`src/rtl/smp_defs.svh`:
```
// constants for the program message parser
`ifndef SMP_DEFS_SVH
`define SMP_DEFS_SVH

// character codes
`define SMP_CH_LF     8'h0A
`define SMP_CH_SPACE  8'h20
`define SMP_CH_STAR   8'h2A
`define SMP_CH_PLUS   8'h2B
`define SMP_CH_MINUS  8'h2D
`define SMP_CH_DOT    8'h2E
`define SMP_CH_COLON  8'h3A
`define SMP_CH_SEMI   8'h3B
`define SMP_CH_QUERY  8'h3F
`define SMP_CH_LOW_A  8'h61
`define SMP_CH_LOW_Z  8'h7A
`define SMP_CH_UP_A   8'h41
`define SMP_CH_UP_Z   8'h5A
`define SMP_CH_DIG_0  8'h30
`define SMP_CH_DIG_9  8'h39
`define SMP_CASE_DIFF 8'h20

// keyword and parameter buffers
`define SMP_KW_MAX     12
`define SMP_KW_LEN_W   4
`define SMP_KW_BITS    96
`define SMP_PARAM_MAX  8
`define SMP_PARAM_BITS 64

// short form derivation
`define SMP_SHORT_WHOLE 4
`define SMP_SHORT_VOWEL 3

// command tree
`define SMP_NODE_W    5
`define SMP_NUM_NODES 28
`define SMP_NODE_ROOT 5'h00
`define SMP_NODE_NONE 5'h1F

// counters
`define SMP_ERRCNT_W   8
`define SMP_ERRCNT_MAX 8'hFF

`endif

```
`src/rtl/smp_pkg.sv`:
```
// types shared by the program message parser
`include "smp_defs.svh"

package smp_pkg;

    typedef logic [`SMP_NODE_W-1:0] smp_node_t;

    typedef enum {
        ST_START,
        ST_SEP,
        ST_KW,
        ST_QRY,
        ST_PWAIT,
        ST_PARAM,
        ST_DROP
    } smp_state_t;

    typedef enum logic [1:0] {
        PK_NONE,
        PK_NUMERIC,
        PK_STRING
    } smp_pkind_t;

endpackage : smp_pkg

```
`src/rtl/smp_kw_if.sv`:
```
// keyword lookup carrier between parser and matcher
`timescale 1ns/1ps
`default_nettype none

interface smp_kw_if;
    import smp_pkg::*;

    logic [`SMP_KW_BITS-1:0]  word;
    logic [`SMP_KW_LEN_W-1:0] len;
    smp_node_t                base;
    logic                     hit;
    smp_node_t                node;

    modport parser  (output word, len, base, input  hit, node);
    modport matcher (input  word, len, base, output hit, node);
endinterface : smp_kw_if

`default_nettype wire

```
`src/rtl/smp_parser.sv`:
```
// program message parser: splits a character stream into message units
`timescale 1ns/1ps
`default_nettype none

module smp_parser
    import smp_pkg::*;
(
    // clock and reset
    input  wire logic                       core_clk_i,
    input  wire logic                       rst_b_i,
    // character stream
    input  wire logic                       char_valid_i,
    input  wire logic [7:0]                 char_i,
    // parsed message unit
    output logic                            unit_valid_o,
    output smp_node_t                       unit_node_o,
    output logic                            unit_query_o,
    output logic                            unit_common_o,
    output logic [`SMP_KW_BITS-1:0]         unit_word_o,
    output smp_pkind_t                      param_kind_o,
    output logic [`SMP_PARAM_BITS-1:0]      param_data_o,
    output logic [`SMP_KW_LEN_W-1:0]        param_len_o,
    // message events and status
    output logic                            msg_end_o,
    output logic                            error_o,
    output logic [`SMP_ERRCNT_W-1:0]        error_count_o,
    output smp_node_t                       tree_node_o
);

    ////////////////////////////////////////////////////////////////////////////
    // state
    smp_state_t                  state;
    smp_state_t                  next_state;
    smp_node_t                   tree;
    smp_node_t                   unit_base;
    smp_node_t                   last_node;
    logic [`SMP_KW_BITS-1:0]     word_buf;
    logic [`SMP_KW_LEN_W-1:0]    word_len;
    logic                        common;
    logic                        query;
    logic [`SMP_PARAM_BITS-1:0]  param_buf;
    logic [`SMP_KW_LEN_W-1:0]    param_len;
    smp_pkind_t                  pkind;
    logic [`SMP_ERRCNT_W-1:0]    err_cnt;

    // decisions for the current character
    logic err_now;
    logic unit_end;
    logic msg_end;
    logic word_clr;
    logic word_push;
    logic node_take;
    logic tree_desc;
    logic tree_root;
    logic tree_restore;
    logic set_query;
    logic set_common;
    logic param_first;
    logic param_push;

    // character classes
    logic [7:0] up_ch;
    logic       is_alpha;
    logic       is_num;
    logic       is_lf;
    logic       is_semi;
    logic       is_colon;
    logic       is_query;
    logic       is_space;
    logic       is_star;
    logic       is_term;

    smp_kw_if kw ();

    ////////////////////////////////////////////////////////////////////////////
    // classification and keyword lookup
    smp_char_class u_class (
        .char_i      (char_i),
        .upper_o     (up_ch),
        .alpha_o     (is_alpha),
        .num_start_o (is_num)
    );

    smp_kw_match #(
        .NUM_NODES (`SMP_NUM_NODES)
    ) u_match (
        .kw (kw.matcher)
    );

    assign kw.word = word_buf;
    assign kw.len  = word_len;
    assign kw.base = tree;

    assign is_lf    = (char_i == `SMP_CH_LF);
    assign is_semi  = (char_i == `SMP_CH_SEMI);
    assign is_colon = (char_i == `SMP_CH_COLON);
    assign is_query = (char_i == `SMP_CH_QUERY);
    assign is_space = (char_i == `SMP_CH_SPACE);
    assign is_star  = (char_i == `SMP_CH_STAR);
    assign is_term  = is_lf || is_semi;

    ////////////////////////////////////////////////////////////////////////////
    // per-character decision
    always_comb
    begin
        next_state   = state;
        err_now      = 1'b0;
        unit_end     = 1'b0;
        msg_end      = 1'b0;
        word_clr     = 1'b0;
        word_push    = 1'b0;
        node_take    = 1'b0;
        tree_desc    = 1'b0;
        tree_root    = 1'b0;
        tree_restore = 1'b0;
        set_query    = 1'b0;
        set_common   = 1'b0;
        param_first  = 1'b0;
        param_push   = 1'b0;
        if (char_valid_i)
        begin
            case (state)
                ST_START:
                begin
                    if (is_colon)
                    begin
                        tree_root  = 1'b1;
                        next_state = ST_SEP;
                    end
                    else if (is_star)
                    begin
                        set_common = 1'b1;
                        word_clr   = 1'b1;
                        next_state = ST_KW;
                    end
                    else if (is_alpha)
                    begin
                        word_clr   = 1'b1;
                        word_push  = 1'b1;
                        next_state = ST_KW;
                    end
                    else if (!(is_space || is_term))
                        err_now = 1'b1;
                end
                ST_SEP:
                begin
                    if (is_alpha)
                    begin
                        word_clr   = 1'b1;
                        word_push  = 1'b1;
                        next_state = ST_KW;
                    end
                    else
                        err_now = 1'b1;
                end
                ST_KW:
                begin
                    if (is_alpha)
                    begin
                        if (word_len == 4'(`SMP_KW_MAX))
                            err_now = 1'b1;
                        else
                            word_push = 1'b1;
                    end
                    else if (is_colon || is_query || is_space || is_term)
                    begin
                        if (!common && !kw.hit)
                            err_now = 1'b1;
                        else if (common && is_colon)
                            err_now = 1'b1;
                        else
                        begin
                            node_take = !common;
                            if (is_colon)
                            begin
                                tree_desc  = 1'b1;
                                next_state = ST_SEP;
                            end
                            else if (is_query)
                            begin
                                set_query  = 1'b1;
                                next_state = ST_QRY;
                            end
                            else if (is_space)
                                next_state = ST_PWAIT;
                            else
                                unit_end = 1'b1;
                        end
                    end
                    else
                        err_now = 1'b1;
                end
                ST_QRY:
                begin
                    if (is_space)
                        next_state = ST_PWAIT;
                    else if (is_term)
                        unit_end = 1'b1;
                    else
                        err_now = 1'b1;
                end
                ST_PWAIT:
                begin
                    // only one space; data must follow it
                    if (is_space || is_term)
                        err_now = 1'b1;
                    else
                    begin
                        param_first = 1'b1;
                        next_state  = ST_PARAM;
                    end
                end
                ST_PARAM:
                begin
                    if (is_term)
                        unit_end = 1'b1;
                    else if (is_space)
                        err_now = 1'b1;
                    else
                        param_push = 1'b1;
                end
                ST_DROP:
                begin
                    next_state = ST_DROP;
                end
                default:
                begin
                    next_state = ST_START;
                end
            endcase
            if (err_now)
            begin
                next_state = ST_DROP;
                unit_end   = 1'b0;
            end
            if (is_term)
            begin
                next_state = ST_START;
                if (is_lf)
                begin
                    msg_end   = 1'b1;
                    tree_root = 1'b1;
                end
                else if (err_now || (state == ST_DROP))
                    tree_restore = 1'b1;
            end
        end
    end

    ////////////////////////////////////////////////////////////////////////////
    // sequencing
    always_ff @(posedge core_clk_i or negedge rst_b_i)
    begin
        if (!rst_b_i)
            state <= ST_START;
        else
            state <= next_state;
    end

    // tree position; a clean semicolon keeps the level of the last keyword
    always_ff @(posedge core_clk_i or negedge rst_b_i)
    begin
        if (!rst_b_i)
            tree <= `SMP_NODE_ROOT;
        else if (tree_root)
            tree <= `SMP_NODE_ROOT;
        else if (tree_restore)
            tree <= unit_base;
        else if (tree_desc)
            tree <= kw.node;
    end

    // level in force when the unit began, for restoring after a drop
    always_ff @(posedge core_clk_i or negedge rst_b_i)
    begin
        if (!rst_b_i)
            unit_base <= `SMP_NODE_ROOT;
        else if (state == ST_START)
            unit_base <= tree;
    end

    ////////////////////////////////////////////////////////////////////////////
    // keyword buffer, stored upper case
    always_ff @(posedge core_clk_i or negedge rst_b_i)
    begin
        if (!rst_b_i)
        begin
            word_buf <= '0;
            word_len <= '0;
        end
        else if (word_clr)
        begin
            word_buf <= word_push ? {up_ch, 88'h0} : '0;
            word_len <= word_push ? 4'h1 : 4'h0;
        end
        else if (word_push)
        begin
            word_buf[8*(`SMP_KW_MAX-1-int'(word_len)) +: 8] <= up_ch;
            word_len <= word_len + 4'h1;
        end
    end

    always_ff @(posedge core_clk_i or negedge rst_b_i)
    begin
        if (!rst_b_i)
            last_node <= `SMP_NODE_ROOT;
        else if (node_take)
            last_node <= kw.node;
    end

    // unit flags
    always_ff @(posedge core_clk_i or negedge rst_b_i)
    begin
        if (!rst_b_i)
        begin
            common <= 1'b0;
            query  <= 1'b0;
        end
        else if (state == ST_START)
        begin
            common <= set_common;
            query  <= 1'b0;
        end
        else if (set_query)
            query <= 1'b1;
    end

    ////////////////////////////////////////////////////////////////////////////
    // data parameter
    always_ff @(posedge core_clk_i or negedge rst_b_i)
    begin
        if (!rst_b_i)
        begin
            param_buf <= '0;
            param_len <= '0;
            pkind     <= PK_NONE;
        end
        else if (state == ST_START)
        begin
            param_buf <= '0;
            param_len <= '0;
            pkind     <= PK_NONE;
        end
        else if (param_first)
        begin
            param_buf <= {char_i, 56'h0};
            param_len <= 4'h1;
            pkind     <= is_num ? PK_NUMERIC : PK_STRING;
        end
        else if (param_push && (param_len < 4'(`SMP_PARAM_MAX)))
        begin
            param_buf[8*(`SMP_PARAM_MAX-1-int'(param_len)) +: 8] <= char_i;
            param_len <= param_len + 4'h1;
        end
    end

    ////////////////////////////////////////////////////////////////////////////
    // unit output
    always_ff @(posedge core_clk_i or negedge rst_b_i)
    begin
        if (!rst_b_i)
        begin
            unit_valid_o  <= 1'b0;
            unit_node_o   <= `SMP_NODE_ROOT;
            unit_query_o  <= 1'b0;
            unit_common_o <= 1'b0;
            unit_word_o   <= '0;
            param_kind_o  <= PK_NONE;
            param_data_o  <= '0;
            param_len_o   <= '0;
        end
        else
        begin
            unit_valid_o <= unit_end;
            if (unit_end)
            begin
                unit_node_o   <= common ? `SMP_NODE_ROOT : (node_take ? kw.node : last_node);
                unit_query_o  <= query;
                unit_common_o <= common;
                unit_word_o   <= word_buf;
                param_kind_o  <= pkind;
                param_data_o  <= param_buf;
                param_len_o   <= param_len;
            end
        end
    end

    // message end and errors
    always_ff @(posedge core_clk_i or negedge rst_b_i)
    begin
        if (!rst_b_i)
        begin
            msg_end_o <= 1'b0;
            error_o   <= 1'b0;
            err_cnt   <= '0;
        end
        else
        begin
            msg_end_o <= msg_end;
            error_o   <= err_now;
            if (err_now && (err_cnt != `SMP_ERRCNT_MAX))
                err_cnt <= err_cnt + 8'h01;
        end
    end

    assign error_count_o = err_cnt;
    assign tree_node_o   = tree;

endmodule : smp_parser

`default_nettype wire

```
`src/rtl/smp_char_class.sv`:
```
// character classifier with case folding
`timescale 1ns/1ps
`default_nettype none

module smp_char_class
    import smp_pkg::*;
(
    // raw character
    input  wire logic [7:0] char_i,
    // classes
    output logic      [7:0] upper_o,
    output logic            alpha_o,
    output logic            num_start_o
);

    logic is_low;
    logic is_digit;

    assign is_low      = (char_i >= `SMP_CH_LOW_A) && (char_i <= `SMP_CH_LOW_Z);
    assign is_digit    = (char_i >= `SMP_CH_DIG_0) && (char_i <= `SMP_CH_DIG_9);
    assign upper_o     = is_low ? (char_i - `SMP_CASE_DIFF) : char_i;
    assign alpha_o     = is_low || ((char_i >= `SMP_CH_UP_A) && (char_i <= `SMP_CH_UP_Z));
    assign num_start_o = is_digit || (char_i == `SMP_CH_PLUS) || (char_i == `SMP_CH_MINUS)
                         || (char_i == `SMP_CH_DOT);

endmodule : smp_char_class

`default_nettype wire

```
`src/rtl/smp_kw_match.sv`:
```
// command tree table and keyword matcher
`timescale 1ns/1ps
`default_nettype none

module smp_kw_match
    import smp_pkg::*;
#(
    parameter int NUM_NODES = `SMP_NUM_NODES
)
(
    smp_kw_if.matcher kw
);

    typedef logic [`SMP_KW_BITS-1:0] name_t;

    // tree: long form names, parent node, optional flag
    localparam name_t NAME [NUM_NODES] = '{
        96'h0, "ABORT", "CALIBRATE", "DISPLAY", "INITIATE", "LIST", "MEASURE", "OUTPUT",
        "SOURCE", "STATUS", "SYSTEM", "TRIGGER", "VOLTAGE", "CURRENT", "FUNCTION",
        "LEVEL", "LEVEL", "IMMEDIATE", "IMMEDIATE", "STATE", "OPERATION", "PRESET",
        "QUESTIONABLE", "CONDITION", "ENABLE", "SCALAR", "VOLTAGE", "CURRENT"
    };
    localparam smp_node_t PARENT [NUM_NODES] = '{
        5'h1F, 5'h00, 5'h00, 5'h00, 5'h00, 5'h00, 5'h00, 5'h00,
        5'h00, 5'h00, 5'h00, 5'h00, 5'h08, 5'h08, 5'h08,
        5'h0C, 5'h0D, 5'h0F, 5'h10, 5'h07, 5'h09, 5'h09,
        5'h09, 5'h14, 5'h14, 5'h06, 5'h19, 5'h19
    };
    localparam logic OPT [NUM_NODES] = '{
        1'b0, 1'b0, 1'b0, 1'b0, 1'b0, 1'b0, 1'b0, 1'b0,
        1'b1, 1'b0, 1'b0, 1'b0, 1'b0, 1'b0, 1'b0,
        1'b1, 1'b1, 1'b1, 1'b1, 1'b1, 1'b0, 1'b0,
        1'b0, 1'b0, 1'b0, 1'b1, 1'b0, 1'b0
    };

    // move the printable text to the top bytes
    function automatic name_t ljust(input name_t s);
        name_t r;
        r = s;
        for (int k = 0; k < `SMP_KW_MAX; k++)
        begin
            if ((r != '0) && (r[`SMP_KW_BITS-1 -: 8] == 8'h00))
                r = r << 8;
        end
        return r;
    endfunction : ljust

    function automatic logic [`SMP_KW_LEN_W-1:0] long_len(input name_t s);
        logic [`SMP_KW_LEN_W-1:0] n;
        n = '0;
        for (int k = 0; k < `SMP_KW_MAX; k++)
        begin
            if (s[8*k +: 8] != 8'h00)
                n = n + 4'h1;
        end
        return n;
    endfunction : long_len

    function automatic logic is_vowel(input logic [7:0] c);
        return (c == "A") || (c == "E") || (c == "I") || (c == "O") || (c == "U");
    endfunction : is_vowel

    logic [NUM_NODES-1:0] hit_vec;
    name_t                mask;

    assign mask = ~({`SMP_KW_BITS{1'b1}} >> (8 * int'(kw.len)));

    for (genvar i = 0; i < NUM_NODES; i++)
    begin : g_node
        localparam name_t                    NM    = ljust(NAME[i]);
        localparam logic [`SMP_KW_LEN_W-1:0] LLEN  = long_len(NM);
        // short form: whole word up to four letters, else three or four
        localparam logic [`SMP_KW_LEN_W-1:0] SLEN  = (LLEN <= 4'(`SMP_SHORT_WHOLE)) ? LLEN :
            (is_vowel(NM[`SMP_KW_BITS-25 -: 8]) ? 4'(`SMP_SHORT_VOWEL) : 4'(`SMP_SHORT_WHOLE));
        // a skipped optional parent lets the child match one level up
        // root entry has no parent; point it at itself to keep table lookups in range
        localparam int                       PIDX  = (i == 0) ? 0 : int'(PARENT[i]);
        localparam smp_node_t                ALT   = OPT[PIDX] ? PARENT[PIDX] : `SMP_NODE_NONE;
        logic at_level;
        logic len_ok;
        assign at_level   = (kw.base == PARENT[i]) || (kw.base == ALT);
        assign len_ok     = (kw.len != '0) && ((kw.len == SLEN) || (kw.len == LLEN));
        assign hit_vec[i] = (i != 0) && at_level && len_ok && (kw.word == (NM & mask));
    end

    always_comb
    begin
        kw.hit  = 1'b0;
        kw.node = `SMP_NODE_ROOT;
        for (int i = NUM_NODES - 1; i > 0; i--)
        begin
            if (hit_vec[i])
            begin
                kw.hit  = 1'b1;
                kw.node = 5'(i);
            end
        end
    end

endmodule : smp_kw_match

`default_nettype wire

```
`config.mk`:
```
export PLATFORM = sky130hd
export DESIGN_NAME = smp_parser
export DESIGN_NICKNAME = d
export VERILOG_FILES = /design/src/rtl/smp_pkg.sv /design/src/rtl/smp_kw_if.sv /design/src/rtl/smp_parser.sv /design/src/rtl/smp_char_class.sv /design/src/rtl/smp_kw_match.sv
export VERILOG_INCLUDE_DIRS = /design/src /design/src/rtl
export SDC_FILE = /design/constraint.sdc
export NUM_CORES = 1
export LEC_CHECK = 0
export BUFFER_PORTS_ARGS = -buffer_cell sky130_fd_sc_hd__buf_2
export CORE_UTILIZATION = 25
export CTS_CLUSTER_DIAMETER = 60
export DETAILED_ROUTE_END_ITERATION = 8
export PLACE_DENSITY = 0.45
export SYNTH_ARGS = -nofsm -noshare
export SYNTH_HDL_FRONTEND = slang
export SYNTH_SLANG_ARGS = --single-unit
```
`constraint.sdc`:
```
create_clock -name core_clk_i -period 11.39 [get_ports core_clk_i]
set_input_delay 2.278 -clock core_clk_i [delete_from_list [all_inputs] [get_ports core_clk_i]]
set_output_delay 2.278 -clock core_clk_i [all_outputs]
set_load 0.01 [all_outputs]
```
==> summary.txt <==
CTS
  • Max H-tree Level: 2
  • # Post-CTS Setup Buffers: 0
  • Num CTS Buffers: 52
  • CTS resizes: 0
  • Worst-path clk slew: 60 ps
  • CTS tree: yes
  • CTS max path bufs: 3
  • Root Buffer: clkbuf_16
  • Hold buffer count at cts: 0
  • # clock sinks: 403
  • Worst-Skew Late Latency: 610 ps

Die
  • Die Span Y: 297 µm
  • # rows: 107
  • Initial Util: 0.254
  • Die Wd: 297 µm
  • # IOs: 200
  • DIE AREA: 88200 µm²
  • Core ar.: 85700 µm²

Global route
  • Largest net degree at the start of global routing: 165
  • GRT Total Usage: 0.195
  • Grt ovf: 0
  • Number of global-route vias before repair: 18300
  • First-pass GRT wire length: 129000 µm
  • Antenna violations before repair: 5

Critical path
  • Worst Setup Path Type: flop to flop
  • R2r setup slk: 4590 ps
  • Worst Setup End Kind: flop
  • Critical Path Fanout Max: 106
  • CP Data Required Time: 11870 ps
  • Startpoint Class: flop
  • Arrival @ worst endpoint: 7280 ps

Layout
  • Share of cells above drive strength 1: 0.229
  • Final Util: 0.300
  • NumNets Final: 2372
  • Layout area overhead: 18.2%
  • Fill count: 9008

Yosys
  • Count leader, synth: dfrtp_1
  • Synth cell count leaders: 403 x dfrtp_1, 227 x nand2_1, 206 x nor2_1, 119 x mux2_4, 104 x a21oi_1
  • Synthesis-stage register bit count: 403
  • Synth top area share: 0.464
  • Fraction of registers with async set/reset: 1.00
  • YS warnings: 0
  • Mapped Nets: 2217
  • Sequential area share after synthesis: 0.464
  • Synth area leaders: dfrtp_1 46%, mux2_4 8.2%, nand2_1 3.9%, nor2_1 3.6%, mux2_2 3.1%
  • Cell variety after synth: 89
  • Top_reg_cell synth: dfrtp_1
  • EDFF count, synth: 0
  • Avg Synthesized Cell Area: 9.98 µm²
  • Cell taking the most area after synthesis: dfrtp_1
  • Cell count after synthesis: 2180
  • Post-Syn Area: 21800 µm²

STA
  • Fin crit period: 6800 ps
  • Fmax: 147 MHz
  • RSZ-0062 raised after global routing: false
  • Fin Hold WS: 473 ps
  • Final setup skew: 23.3 ps
  • Worst slew margin relative to its limit: 0.105
  • Final Hold Viols: 0
  • Final setup fails: 0
  • Slew Limit Fails: 0
  • Worst-Margin Slew: 1330 ps
  • Setup TNS: 0 ps
  • Period utilisation layout: 0.597
  • Final WS setup: 4590 ps

Route
  • Initial DRC Count: 1374
  • DRT antenna net count: 0
  • Avg WL per Cell: 25.0 µm
  • Total number of vias: 18300
  • Residual DRC: 0
  • DRT Wirelength: 88000 µm
  • Post-DR vias/cell: 5.18
  • Drt pass-1 iters: 5

Run status
  • Outcome: completed

Min path
  • HP Class: flop to flop

Power and ir drop
  • Leakage: 12.5 nW
  • PwrDens: 256 nW/µm²
  • VDD IR max: 0.120 mV

Placement
  • Place WS: 4690 ps
  • Placer Congestion: 0.965
  • Post-detail-place hpwl: 67100 µm
  • Number of I/O port buffers: 199

Flow run
  • Max Cap Viol: 0
==> cell type report <==
class                      count  area [µm²]  share of cell area
clock buffer                  74        1520              0.0589
sequential                   403       10100               0.392
antenna                        1        2.50           0.0000973
multi-input combinational   1615       10900               0.425
tap                         1144        1430              0.0556
clock inverter                24         337              0.0131
inverter                      25        93.8             0.00365
timing repair buffer         238        1320              0.0515
==> routing by layer <==
layer / up-vias / track usage / part of all wire
met4: 0 / 0.0612 / 0.030
met5: - / 0 / 0
li1: 8290 / - / -
met2: 562 / 0.326 / 0.48
met1: 9269 / 0.253 / 0.43
met3: 137 / 0.0362 / 0.058
==> critical path: stages, from the launching register on <==
cell	delay (ps)
dfrtp_1	320
buf_4	540
inv_1	380
ha_1	580
a21boi_0	640
o21ai_0	300
nor2_1	530
nand4_1	210
nor4_1	650
nor4_1	220
and2_0	360
nand3_2	190
a41oi_4	430
buf_12	380
mux2_4	520
==> kinds of logic after synthesis <==
family,after synthesis,share of synthesized area
compound gates,359,0.109
xor+xnor,31,0.0125
fa+ha+maj,26,0.0153
buf+inv,162,0.0341
flops,403,0.464
mux,207,0.126
simple gates,992,0.240
==> registers in the layout, summed over array words and instances, names as in the netlist, 2 cells and up <==
register,count
pkind,2
param_data_o,64
state,32
unit_base,5
tree_node_o,5
error_count_o,8
kw.word,96
param_len_o,4
last_node,5
unit_node_o,5
param_kind_o,2
unit_word_o,96
param_buf,64
kw.len,4
param_len,4
==> where the power goes <==
group	switching (mW)	total [mW]	internal, mW
clock network	0.698	1.73	1.03
logic	2.24	3.10	0.865
registers	0.231	1.76	1.53
==> stage by stage <==
step	power [mW]	area (µm²)	std cells
finish	6.59	25700	3524
global route	6.88	25700	3523
CTS	6.60	25700	3523
detailed placement	4.84	23900	3425
global placement	4.91	23900	3425
floorplan	3.36	21800	2180
==> worst paths after layout <==
kind	startpoint	endpoint	cells past startpoint
max in group asynchronous	rst_b_i	last_node[0]$_DFF_PN0_	3
min in group asynchronous	rst_b_i	unit_word_o[57]$_DFFE_PN0P_	1
worst max register to register	kw.len[3]$_DFFE_PN0P_	unit_word_o[65]$_DFFE_PN0P_	14
worst max-delay path	kw.len[3]$_DFFE_PN0P_	unit_word_o[65]$_DFFE_PN0P_	14
worst min register to register	param_buf[63]$_DFFE_PN0P_	param_buf[63]$_DFFE_PN0P_	2
worst min-delay path	param_buf[63]$_DFFE_PN0P_	param_buf[63]$_DFFE_PN0P_	2
==> placed cells by master (no fill, tap or decap), types with 11 or more instances in the layout <==
cell / instances
a211oi_1: 19
a21oi_1: 104
a22o_1: 16
a31oi_1: 11
and2_1: 48
and3_1: 32
buf_2: 198
buf_4: 37
clkbuf_16: 53
clkbuf_8: 11
dfrtp_1: 403
ha_1: 25
inv_1: 25
mux2_2: 60
mux2_4: 119
mux2i_1: 28
nand2_1: 227
nand2b_1: 12
nand3_1: 86
nand4_1: 55
nor2_1: 205
nor2b_1: 15
nor3_1: 79
nor3b_1: 13
nor4_1: 82
nor4b_1: 14
nor4bb_1: 11
o211ai_1: 12
o21ai_0: 101
or3_1: 27
or4_1: 15
xnor2_1: 22
Note: power is estimated with default switching activity, not from simulation.
